`config.mk`:
```
export PLATFORM = sky130hd
export DESIGN_NAME = synth_channel_playback_control
export DESIGN_NICKNAME = d
export VERILOG_FILES = /design/src/synth_pkg.sv /design/src/step_mem.sv /design/src/synth_channel_playback_control.sv
export VERILOG_INCLUDE_DIRS = /design/src
export SDC_FILE = /design/constraint.sdc
export NUM_CORES = 1
export LEC_CHECK = 0
export ABC_AREA = 1
export BUFFER_PORTS_ARGS = -buffer_cell sky130_fd_sc_hd__buf_2
export CORE_MARGIN = 4
export CORE_UTILIZATION = 45
export DETAILED_ROUTE_END_ITERATION = 12
export SLEW_MARGIN = 20
export SYNTH_ARGS = -nofsm -noshare
export SYNTH_HDL_FRONTEND = slang
export SYNTH_SLANG_ARGS = --single-unit
```
`constraint.sdc`:
```
create_clock -name clk_i -period 3.55 [get_ports clk_i]
set_input_delay 0.355 -clock clk_i [delete_from_list [all_inputs] [get_ports clk_i]]
set_output_delay 0.355 -clock clk_i [all_outputs]
set_load 0.05 [all_outputs]
```
`src/synth_cfg.svh`:
```
`ifndef SYNTH_CFG_SVH
`define SYNTH_CFG_SVH

// register byte offsets on the AXI4-Lite bus
`define REG_CHANCFG_OFF 8'h00
`define REG_ENABLE_OFF 8'h04
`define REG_VOLUME_OFF 8'h08
`define REG_CHSEL_OFF 8'h0c
`define REG_ENVLOW_OFF 8'h10
`define REG_ENVHIGH_OFF 8'h14
`define REG_POINTER_OFF 8'h18
`define REG_COMMAND_OFF 8'h1c
`define REG_STATUS_OFF 8'h20

// enable register fields
`define EN_AUDIO_BIT 1
`define EN_NOISE_BIT 2
`define EN_MIXER_BIT 3

// command register fields
`define CMD_OP_LSB 0
`define CMD_OP_MSB 3
`define CMD_ADDR_LSB 8
`define CMD_ADDR_MSB 27

// command opcodes
`define OP_BANK0 4'h1
`define OP_BANK1 4'h2
`define OP_TEST_HEAD_ACTIVE 4'h3
`define OP_TEST_HEAD_IDLE 4'h4
`define OP_TEST_ACTIVE 4'h5
`define OP_TEST_IDLE 4'h6
`define OP_TEST_ALL_IDLE 4'h7
`define OP_STOP 4'h8
`define OP_LOAD_STEP 4'h9
`define OP_READ_MIX 4'ha
`define OP_WRITE_MIX 4'hb
`define OP_BEGIN_IMM 4'hc
`define OP_BEGIN 4'hd

// output modes in chancfg[3:2]
`define MODE_DAC 2'h2

// widths and counts
`define NUM_CHAN 8
`define STEP_W 14
`define MIX_W 13
`define ADDR_W 24
`define FRAC_W 12

// push-pull ramp: 100 us at 10 MHz, longest time rounds down
`define RAMP_TIME_US 100
`define CLK_MHZ 10
`define RAMP_CYCLES (`RAMP_TIME_US * `CLK_MHZ)

`endif

```
`src/synth_pkg.sv`:
```
package synth_pkg;
  typedef enum logic [1:0] {
    WR_IDLE,
    WR_RESP
  } wr_state_e;
  typedef enum logic [1:0] {
    RD_IDLE,
    RD_RESP
  } rd_state_e;
endpackage

```
`src/step_mem.sv`:
```
`timescale 1ns/10ps
`include "synth_cfg.svh"

module step_mem (
  // clock and reset
  input wire logic clk_i,
  input wire logic reset_i,
  // write port
  input wire logic wr_en_i,
  input wire logic [2:0] wr_addr_i,
  input wire logic [`STEP_W-1:0] wr_data_i,
  // read port, data one cycle later
  input wire logic [2:0] rd_addr_i,
  output logic [`STEP_W-1:0] rd_data_o
);
  logic [`STEP_W-1:0] mem [`NUM_CHAN];
  logic [`STEP_W-1:0] next_rd_data;

  // read data registered so the adder downstream sees a clean value
  always_comb begin
    next_rd_data = mem[rd_addr_i];
  end

  always_ff @(posedge clk_i) begin
    if (wr_en_i) begin
      mem[wr_addr_i] <= wr_data_i;
    end
    if (reset_i) begin
      rd_data_o <= '0;
    end else begin
      rd_data_o <= next_rd_data;
    end
  end
endmodule

```
`src/synth_channel_playback_control.sv`:
```
`timescale 1ns/10ps
`include "synth_cfg.svh"

module synth_channel_playback_control (
  // clock and reset
  input wire logic clk_i,
  input wire logic reset_i,
  // axi4-lite write address and data
  input wire logic [7:0] s_axi_awaddr_i,
  input wire logic s_axi_awvalid_i,
  output logic s_axi_awready_o,
  input wire logic [31:0] s_axi_wdata_i,
  input wire logic [3:0] s_axi_wstrb_i,
  input wire logic s_axi_wvalid_i,
  output logic s_axi_wready_o,
  // axi4-lite write response
  output logic [1:0] s_axi_bresp_o,
  output logic s_axi_bvalid_o,
  input wire logic s_axi_bready_i,
  // axi4-lite read
  input wire logic [7:0] s_axi_araddr_i,
  input wire logic s_axi_arvalid_i,
  output logic s_axi_arready_o,
  output logic [31:0] s_axi_rdata_o,
  output logic [1:0] s_axi_rresp_o,
  output logic s_axi_rvalid_o,
  input wire logic s_axi_rready_i,
  // waveform engine events
  input wire logic [`NUM_CHAN-1:0] head_done_i,
  input wire logic [`NUM_CHAN-1:0] tail_start_i,
  input wire logic [`NUM_CHAN-1:0] tail_done_i,
  // step accumulation request from the sequencer
  input wire logic advance_req_i,
  input wire logic [2:0] advance_chan_i,
  output logic advance_valid_o,
  output logic [2:0] advance_chan_o,
  output logic [2:0] advance_count_o,
  // mixer sample from the mixer
  input wire logic mix_valid_i,
  input wire logic [`MIX_W-1:0] mix_sample_i,
  // audio output stage
  output logic [`MIX_W-1:0] mix_data_o,
  output logic mixer_en_o,
  output logic audio_en_o,
  output logic noise_filter_o,
  output logic [1:0] output_mode_o,
  output logic [3:0] active_chan_count_o,
  output logic [3:0] volume_o,
  output logic ramp_active_o,
  // playback control toward the engine
  output logic play_start_o,
  output logic play_stop_o,
  output logic [2:0] play_chan_o,
  output logic [`ADDR_W-1:0] play_addr_o,
  output logic bank_o,
  output logic [`NUM_CHAN-1:0] playing_o,
  output logic env_wr_o,
  output logic [2:0] env_chan_o,
  output logic [7:0] env_data_o
);
  localparam logic [1:0] RESP_OKAY = 2'h0;
  localparam logic [10:0] RAMP_LAST = 11'(`RAMP_CYCLES - 1);

  ////////////////////////////////////////////////////////////////////////////
  // axi4-lite slave

  synth_pkg::wr_state_e wr_state, next_wr_state;
  synth_pkg::rd_state_e rd_state, next_rd_state;
  logic aw_held, next_aw_held, w_held, next_w_held;
  logic [7:0] aw_addr, next_aw_addr;
  logic [31:0] w_data, next_w_data;
  logic [3:0] w_strb, next_w_strb;
  logic [31:0] rdata, next_rdata;
  logic wr_fire;
  logic [31:0] rd_word;

  // address and data are taken in either order, then one write commits
  always_comb begin
    next_aw_held = aw_held;
    next_w_held = w_held;
    next_aw_addr = aw_addr;
    next_w_data = w_data;
    next_w_strb = w_strb;
    next_wr_state = wr_state;
    wr_fire = 1'b0;
    if (s_axi_awvalid_i && s_axi_awready_o) begin
      next_aw_held = 1'b1;
      next_aw_addr = s_axi_awaddr_i;
    end
    if (s_axi_wvalid_i && s_axi_wready_o) begin
      next_w_held = 1'b1;
      next_w_data = s_axi_wdata_i;
      next_w_strb = s_axi_wstrb_i;
    end
    unique case (wr_state)
      synth_pkg::WR_IDLE: begin
        if (aw_held && w_held) begin
          wr_fire = 1'b1;
          next_aw_held = 1'b0;
          next_w_held = 1'b0;
          next_wr_state = synth_pkg::WR_RESP;
        end
      end
      synth_pkg::WR_RESP: begin
        if (s_axi_bready_i) begin
          next_wr_state = synth_pkg::WR_IDLE;
        end
      end
    endcase
  end

  assign s_axi_awready_o = !aw_held && (wr_state == synth_pkg::WR_IDLE);
  assign s_axi_wready_o = !w_held && (wr_state == synth_pkg::WR_IDLE);
  assign s_axi_bvalid_o = (wr_state == synth_pkg::WR_RESP);
  assign s_axi_bresp_o = RESP_OKAY;

  // reads answer one cycle after the address is taken
  always_comb begin
    next_rd_state = rd_state;
    next_rdata = rdata;
    unique case (rd_state)
      synth_pkg::RD_IDLE: begin
        if (s_axi_arvalid_i) begin
          next_rdata = rd_word;
          next_rd_state = synth_pkg::RD_RESP;
        end
      end
      synth_pkg::RD_RESP: begin
        if (s_axi_rready_i) begin
          next_rd_state = synth_pkg::RD_IDLE;
        end
      end
    endcase
  end

  assign s_axi_arready_o = (rd_state == synth_pkg::RD_IDLE);
  assign s_axi_rvalid_o = (rd_state == synth_pkg::RD_RESP);
  assign s_axi_rdata_o = rdata;
  assign s_axi_rresp_o = RESP_OKAY;

  always_ff @(posedge clk_i) begin
    if (reset_i) begin
      wr_state <= synth_pkg::WR_IDLE;
      rd_state <= synth_pkg::RD_IDLE;
      aw_held <= 1'b0;
      w_held <= 1'b0;
      aw_addr <= '0;
      w_data <= '0;
      w_strb <= '0;
      rdata <= '0;
    end else begin
      wr_state <= next_wr_state;
      rd_state <= next_rd_state;
      aw_held <= next_aw_held;
      w_held <= next_w_held;
      aw_addr <= next_aw_addr;
      w_data <= next_w_data;
      w_strb <= next_w_strb;
      rdata <= next_rdata;
    end
  end

  ////////////////////////////////////////////////////////////////////////////
  // software registers and command decode

  logic [3:0] chancfg, next_chancfg;
  logic [3:0] enable, next_enable;
  logic [3:0] volume, next_volume;
  logic [2:0] chan_sel, next_chan_sel;
  logic [3:0] env_low, next_env_low;
  logic [`ADDR_W-1:0] pointer, next_pointer;
  logic bank, next_bank;
  logic test_result, next_test_result;
  logic [`MIX_W-1:0] mix_reg, next_mix_reg;
  logic [`NUM_CHAN-1:0] head_flag, next_head_flag;
  logic [`NUM_CHAN-1:0] tail_flag, next_tail_flag;
  logic [`NUM_CHAN-1:0] playing;
  logic next_start, next_stop, next_env_wr;
  logic [`ADDR_W-1:0] next_play_addr;
  logic [7:0] next_env_data;
  logic step_wr;
  logic [31:0] wd;
  logic [3:0] op;
  logic cmd_fire;
  logic audio_rise;
  logic [10:0] ramp_cnt, next_ramp_cnt;
  logic ramp_busy, next_ramp_busy;

  // only strobed bytes count, unstrobed bytes write as zero; registers here are narrow
  assign wd = {{8{w_strb[3]}}, {8{w_strb[2]}}, {8{w_strb[1]}}, {8{w_strb[0]}}} & w_data;
  assign op = wd[`CMD_OP_MSB:`CMD_OP_LSB];
  assign cmd_fire = wr_fire && (aw_addr == `REG_COMMAND_OFF);
  assign playing = head_flag | tail_flag;

  // register readback; bank and head flags have no read path
  always_comb begin
    rd_word = '0;
    unique case (s_axi_araddr_i)
      `REG_CHANCFG_OFF: rd_word = {28'h0000000, chancfg};
      `REG_ENABLE_OFF: rd_word = {28'h0000000, enable};
      `REG_VOLUME_OFF: rd_word = {28'h0000000, volume};
      `REG_CHSEL_OFF: rd_word = {29'h00000000, chan_sel};
      `REG_ENVLOW_OFF: rd_word = {28'h0000000, env_low};
      `REG_POINTER_OFF: rd_word = {8'h00, pointer};
      `REG_STATUS_OFF: rd_word = {30'h00000000, ramp_busy, test_result};
      default: rd_word = '0;
    endcase
  end

  // register writes, commands and playback flags
  always_comb begin
    next_chancfg = chancfg;
    next_enable = enable;
    next_volume = volume;
    next_chan_sel = chan_sel;
    next_env_low = env_low;
    next_pointer = pointer;
    next_bank = bank;
    next_test_result = test_result;
    next_mix_reg = mix_reg;
    next_start = 1'b0;
    next_stop = 1'b0;
    next_env_wr = 1'b0;
    next_env_data = env_data_o;
    next_play_addr = play_addr_o;
    step_wr = 1'b0;
    // done events clear flags, tail starts set them; begin and stop below override them
    next_head_flag = head_flag & ~head_done_i;
    next_tail_flag = (tail_flag & ~tail_done_i) | tail_start_i;
    // mixer output latched only while the mixer runs
    if (enable[`EN_MIXER_BIT] && mix_valid_i) begin
      next_mix_reg = mix_sample_i;
    end
    if (wr_fire) begin
      unique case (aw_addr)
        `REG_CHANCFG_OFF: next_chancfg = wd[3:0];
        `REG_ENABLE_OFF: next_enable = {wd[3:1], 1'b0};
        `REG_VOLUME_OFF: next_volume = wd[3:0];
        `REG_CHSEL_OFF: next_chan_sel = wd[2:0];
        `REG_ENVLOW_OFF: next_env_low = wd[3:0];
        `REG_ENVHIGH_OFF: begin
          next_env_wr = 1'b1;
          next_env_data = {wd[3:0], env_low};
        end
        `REG_POINTER_OFF: next_pointer = wd[`ADDR_W-1:0];
        default: ;
      endcase
    end
    if (cmd_fire) begin
      unique case (op)
        `OP_BANK0: next_bank = 1'b0;
        `OP_BANK1: next_bank = 1'b1;
        `OP_TEST_HEAD_ACTIVE: next_test_result = head_flag[chan_sel];
        `OP_TEST_HEAD_IDLE: next_test_result = !head_flag[chan_sel];
        `OP_TEST_ACTIVE: next_test_result = playing[chan_sel];
        `OP_TEST_IDLE: next_test_result = !playing[chan_sel];
        `OP_TEST_ALL_IDLE: next_test_result = (playing == '0);
        `OP_STOP: begin
          next_stop = 1'b1;
          next_head_flag[chan_sel] = 1'b0;
          next_tail_flag[chan_sel] = 1'b0;
        end
        `OP_LOAD_STEP: step_wr = 1'b1;
        `OP_READ_MIX: begin
          if (enable[`EN_MIXER_BIT]) begin
            next_pointer[`MIX_W-1:0] = mix_reg;
          end
        end
        `OP_WRITE_MIX: begin
          // ignored while the mixer owns the register
          if (!enable[`EN_MIXER_BIT]) begin
            next_mix_reg = pointer[`MIX_W-1:0];
          end
        end
        `OP_BEGIN_IMM, `OP_BEGIN: begin
          next_start = 1'b1;
          next_play_addr = (op == `OP_BEGIN_IMM) ?
            {wd[`CMD_ADDR_MSB:`CMD_ADDR_LSB], 4'h0} : {pointer[`ADDR_W-1:4], 4'h0};
          next_head_flag[chan_sel] = 1'b1;
        end
        default: ;
      endcase
    end
  end

  // push-pull ramp runs 100 us after audio turns on; dac and pwm skip it
  assign audio_rise = next_enable[`EN_AUDIO_BIT] && !enable[`EN_AUDIO_BIT];
  always_comb begin
    next_ramp_busy = ramp_busy;
    next_ramp_cnt = ramp_cnt;
    if (audio_rise && !chancfg[3]) begin
      next_ramp_busy = 1'b1;
      next_ramp_cnt = '0;
    end else if (ramp_busy) begin
      next_ramp_cnt = ramp_cnt + 11'h001;
      if (ramp_cnt == RAMP_LAST || !enable[`EN_AUDIO_BIT]) begin
        next_ramp_busy = 1'b0;
      end
    end
  end

  always_ff @(posedge clk_i) begin
    if (reset_i) begin
      chancfg <= '0;
      enable <= '0;
      volume <= '0;
      chan_sel <= '0;
      env_low <= '0;
      pointer <= '0;
      bank <= 1'b0;
      test_result <= 1'b0;
      mix_reg <= '0;
      head_flag <= '0;
      tail_flag <= '0;
      play_start_o <= 1'b0;
      play_stop_o <= 1'b0;
      play_chan_o <= '0;
      play_addr_o <= '0;
      env_wr_o <= 1'b0;
      env_chan_o <= '0;
      env_data_o <= '0;
      ramp_busy <= 1'b0;
      ramp_cnt <= '0;
    end else begin
      chancfg <= next_chancfg;
      enable <= next_enable;
      volume <= next_volume;
      chan_sel <= next_chan_sel;
      env_low <= next_env_low;
      pointer <= next_pointer;
      bank <= next_bank;
      test_result <= next_test_result;
      mix_reg <= next_mix_reg;
      head_flag <= next_head_flag;
      tail_flag <= next_tail_flag;
      play_start_o <= next_start;
      play_stop_o <= next_stop;
      play_chan_o <= chan_sel;
      play_addr_o <= next_play_addr;
      env_wr_o <= next_env_wr;
      env_chan_o <= chan_sel;
      env_data_o <= next_env_data;
      ramp_busy <= next_ramp_busy;
      ramp_cnt <= next_ramp_cnt;
    end
  end

  ////////////////////////////////////////////////////////////////////////////
  // step store and fractional position accumulation

  logic [`STEP_W-1:0] step_rd;
  logic adv_pend;
  logic [2:0] adv_chan;
  logic [`FRAC_W-1:0] frac [`NUM_CHAN];
  logic [`FRAC_W+2:0] sum;

  step_mem u_step_mem (
    .clk_i(clk_i),
    .reset_i(reset_i),
    .wr_en_i(step_wr),
    .wr_addr_i(chan_sel),
    .wr_data_i(pointer[`STEP_W-1:0]),
    .rd_addr_i(advance_chan_i),
    .rd_data_o(step_rd)
  );

  // remainder is kept per channel so rate error never builds up
  assign sum = {3'h0, frac[adv_chan]} + {1'b0, step_rd};

  always_ff @(posedge clk_i) begin
    if (reset_i) begin
      adv_pend <= 1'b0;
      adv_chan <= '0;
      advance_valid_o <= 1'b0;
      advance_chan_o <= '0;
      advance_count_o <= '0;
      for (int i = 0; i < `NUM_CHAN; i++) begin
        frac[i] <= '0;
      end
    end else begin
      adv_pend <= advance_req_i;
      adv_chan <= advance_chan_i;
      advance_valid_o <= adv_pend;
      advance_chan_o <= adv_chan;
      if (adv_pend) begin
        frac[adv_chan] <= sum[`FRAC_W-1:0];
        advance_count_o <= sum[`FRAC_W+2:`FRAC_W];
      end
    end
  end

  ////////////////////////////////////////////////////////////////////////////
  // outputs to the audio stage

  assign mix_data_o = mix_reg;
  assign mixer_en_o = enable[`EN_MIXER_BIT];
  assign audio_en_o = enable[`EN_AUDIO_BIT];
  assign noise_filter_o = enable[`EN_NOISE_BIT];
  assign output_mode_o = chancfg[3:2];
  assign volume_o = volume;
  assign ramp_active_o = ramp_busy;
  assign bank_o = bank;
  assign playing_o = playing;
  // count code 0..3 maps to 8, 6, 4, 2 channels
  assign active_chan_count_o = 4'h8 - {1'b0, chancfg[1:0], 1'b0};
endmodule

```
==> metrics.md <==
| Metric | Value |
|---|---|
| Pwr dens | 529 nW/um2 |
| Max incr delay on CP | 420 ps |
| Synth Warn # | 0 |
| Antenna-violating nets left | 0 |
| Synth Cell Area | 17700 um2 |
| Setup_tns | 0 ps |
| Num CTS Buffers | 45 |
| Slew HR | 30.5% |
| IO Pins | 226 |
| Synthesized instance count | 1944 |
| H-tree Lvls | 2 |
| Tightest Pin Transition | 1040 ps |
| IO buf count | 204 |
| Fmax | 0.296 GHz |
| CTS tree | built |
| Hold crit path type | in2reg |
| CP cell instances | inv_1 -> nand3_1 -> inv_1 -> buf_4 -> a221oi_1 -> nand4_1 -> ha_1 -> a21oi_1 -> nand2_1 -> a21oi_1 -> xor2_1 -> buf_4 -> nor2_1 |
| Sink Count | 420 |
| RSZ-0062 raised after global routing | false |
| Share of flip-flops with an asynchronous set or reset | 0% |
| Via/cell ratio | 5.27 |
| Row count | 72 |
| Hold Vio Cnt, Final | 0 |
| Final setup violation count | 0 |
| Kind of end point of the critical path | flop |
| Die Y | 206 um |
| Root Driver | clkbuf_16 |
| MaxCap Viol Count | 0 |
| DR WL/cell | 18.3 um |
| Congestion Overflow GR | 0 |
| Part of the cycle the worst path needs | 95.2% |
| Initial antenna violation count | 3 |
| Worst Skew | 15.8 ps |
| First-pass GRT wire length | 76.0 mm |
| Static Leakage | 8.79 nW |
| Setup crit start kind | flop |
| CP max FO | 8 |
| Number of synthesized flops with an enable pin | 208 |
| Top FF cell, synth | dfxtp_1 |
| Worst VDD drop | 0.365 mV |
| 1st-iter DRT viols | 984 |
| Die Width | 206 um |
| Slowest-stage cell, CP | a221oi_1 |
| DP Wirelength | 33.8 mm |
| Fraction of layout cells with a size suffix above 1 | 16.8% |
| Vias after detailed routing | 14172 |
| Gpl congestion | 0.907 |
| Fin util | 53.4% |
| Clk_lat worst skew | 560 ps |
| Fin crit period | 3380 ps |
| Setup CP Type | reg2reg |
| Initial Util | 45.7% |
| 1st-pass router iterations | 5 |
| Fin. max-slew vios | 0 |
| Mean post-synth cell area | 9.11 um2 |
| CTS clk-pin slew, worst paths | 60 ps |
| Data arrival, critical path | 3680 ps |
| Area growth syn-to-layout | 16.8% |
| Drt total wl | 49.1 mm |
| Clk buf depth | 3 |
| Largest net degree at the start of global routing | 89 |
| Synth cell types | 53 |
| Net count, final | 2253 |
| Required @ worst endpoint | 3850 ps |
| Die area | 42600 um2 |
| Register area share after synthesis | 59.2% |
| Vias in the first global route | 13842 |
| Number of synthesized register bits | 420 |
| All-Layer GR Usage | 22.8% |
| Core area | 38700 um2 |
| Status | complete, no violations |
| # DRC | 0 |
[power breakdown]
group          total, mW  internal, mW  switching (mW)
Combinational      0.951         0.272           0.679
Clock               4.71          2.85            1.86
Sequential          5.27          5.19          0.0793
[through the flow]
stage	instances	power (mW)	worst slack (ps)	instance area [um2]	hold slack (ps)
floorplan	1960	5.99	629	17800	424
global route	2688	11.3	0.895	20700	29.9
global placement	2606	6.31	203	19200	436
detailed placement	2606	6.32	173	19200	444
finish	2688	10.9	170	20700	26.9
CTS	2687	11.0	154	20700	5.41
[cells by family after synthesis]
family                     Yosys count  share of synthesized area (%)
xor gates and xnor gates            16                          0.791
AOI/OAI and AO/OA                  424                           13.1
buffers and inverters              252                           6.13
other                                1                         0.0212
muxes                                5                          0.283
DFF                                420                           59.2
adders and majority gates           15                           1.10
and+or+nand+nor                    811                           19.4
[path summary, 6_finish.rpt]
check,to,startpoint,depth (start not counted),slack [ps]
worst min-delay path,tail_flag[1],tail_start_i[1],3,30
worst max register to register,frac[4][9],adv_chan[2],13,170
worst min register to register,w_data[7],w_data[7],2,460
worst max-delay path,frac[4][9],adv_chan[2],13,170
[critical path, delay by kind of cell (launching register included)]
| kind | cells | cell delay (ps) |
|---|---|---|
| simple gates | 4 | 470 |
| flops | 1 | 390 |
| fa+ha+maj | 1 | 390 |
| buf+inv | 4 | 690 |
| compound gates | 3 | 860 |
| xor+xnor | 1 | 320 |
[placed cells by master, fill, tap and decap left out, types with 13 or more instances in the layout]
cell	count
nor2_1	379
nand2_1	260
dfxtp_1	212
edfxtp_1	208
buf_2	204
o21ai_0	194
inv_1	122
a21oi_1	117
nand3_1	91
clkbuf_16	45
buf_4	40
o22ai_1	37
o21ai_1	20
nand4_1	18
conb_1	17
nor2_2	16
a31oi_1	15
ha_1	14
a22oi_1	13
[per-layer routing]
layer	wire (um)	GRT usage (%)	vias to the layer above
li1	-	-	6940
met1	21000	29.6	6736
met2	23400	37.8	401
met3	3010	4.64	91
met4	1670	8.72	4
met5	28	0	-
[registers in the layout, indices dropped and copies added, names as in the netlist, 11 cells and up]
| signal | count |
|---|---|
| mix_data_o | 13 |
| play_addr_o | 20 |
| u_step_mem.mem | 112 |
| pointer | 24 |
| w_data | 28 |
| s_axi_rdata_o | 24 |
| frac | 96 |
| u_step_mem.rd_data_o | 14 |
| ramp_cnt | 11 |
[area by class of cell]
| cell class | instances | area [um2] |
|---|---|---|
| antenna | 1 | 2.50 |
| clock buffer | 58 | 1220 |
| clock inverter | 21 | 248 |
| fill | 3671 | 18000 |
| inverter | 135 | 513 |
| multi-input combinational | 1288 | 6210 |
| sequential | 420 | 10500 |
| tap | 518 | 648 |
| timing repair buffer | 247 | 1360 |
[Yosys cell counts (3+ instances only)]
| library cell | n | area (um2) |
|---|---|---|
| nand3_2 | 7 | 70.1 |
| a31oi_1 | 15 | 93.8 |
| ha_1 | 14 | 175 |
| nand4_1 | 18 | 113 |
| buf_1 | 6 | 22.5 |
| dfxtp_1 | 212 | 4240 |
| a221oi_1 | 10 | 87.6 |
| nor3_1 | 10 | 50.1 |
| mux2i_1 | 5 | 50.1 |
| inv_2 | 6 | 22.5 |
| o21ai_1 | 20 | 100 |
| nor2_1 | 379 | 1420 |
| or2_2 | 8 | 50.1 |
| xnor2_1 | 6 | 52.6 |
| nor2_2 | 16 | 100 |
| o22ai_1 | 37 | 231 |
| clkinv_1 | 3 | 11.3 |
| a22oi_1 | 13 | 97.6 |
| buf_4 | 27 | 203 |
| buf_2 | 16 | 80.1 |
| a21oi_1 | 117 | 586 |
| o211ai_1 | 3 | 22.5 |
| nand2_1 | 260 | 976 |
| o21ai_0 | 194 | 971 |
| nand2_2 | 6 | 37.5 |
| inv_1 | 124 | 465 |
| clkbuf_1 | 66 | 248 |
| a22o_1 | 5 | 43.8 |
| edfxtp_1 | 208 | 6250 |
| o2bb2ai_1 | 3 | 26.3 |
| nand3_1 | 91 | 455 |
| nor2_4 | 4 | 45.0 |
| xor2_1 | 10 | 87.6 |
[timing repair]
| item | 4_1_cts | 5_1_grt |
|---|---|---|
| hold buffers | 2 | 0 |
| endpoints found under the hold margin | 2 | 0 |
| gates resized for setup | 0 | 2 |
| endpoints found under the setup margin | 0 | 8 |
| setup buffers | 0 | 0 |
(Power assumes the default switching activity.)
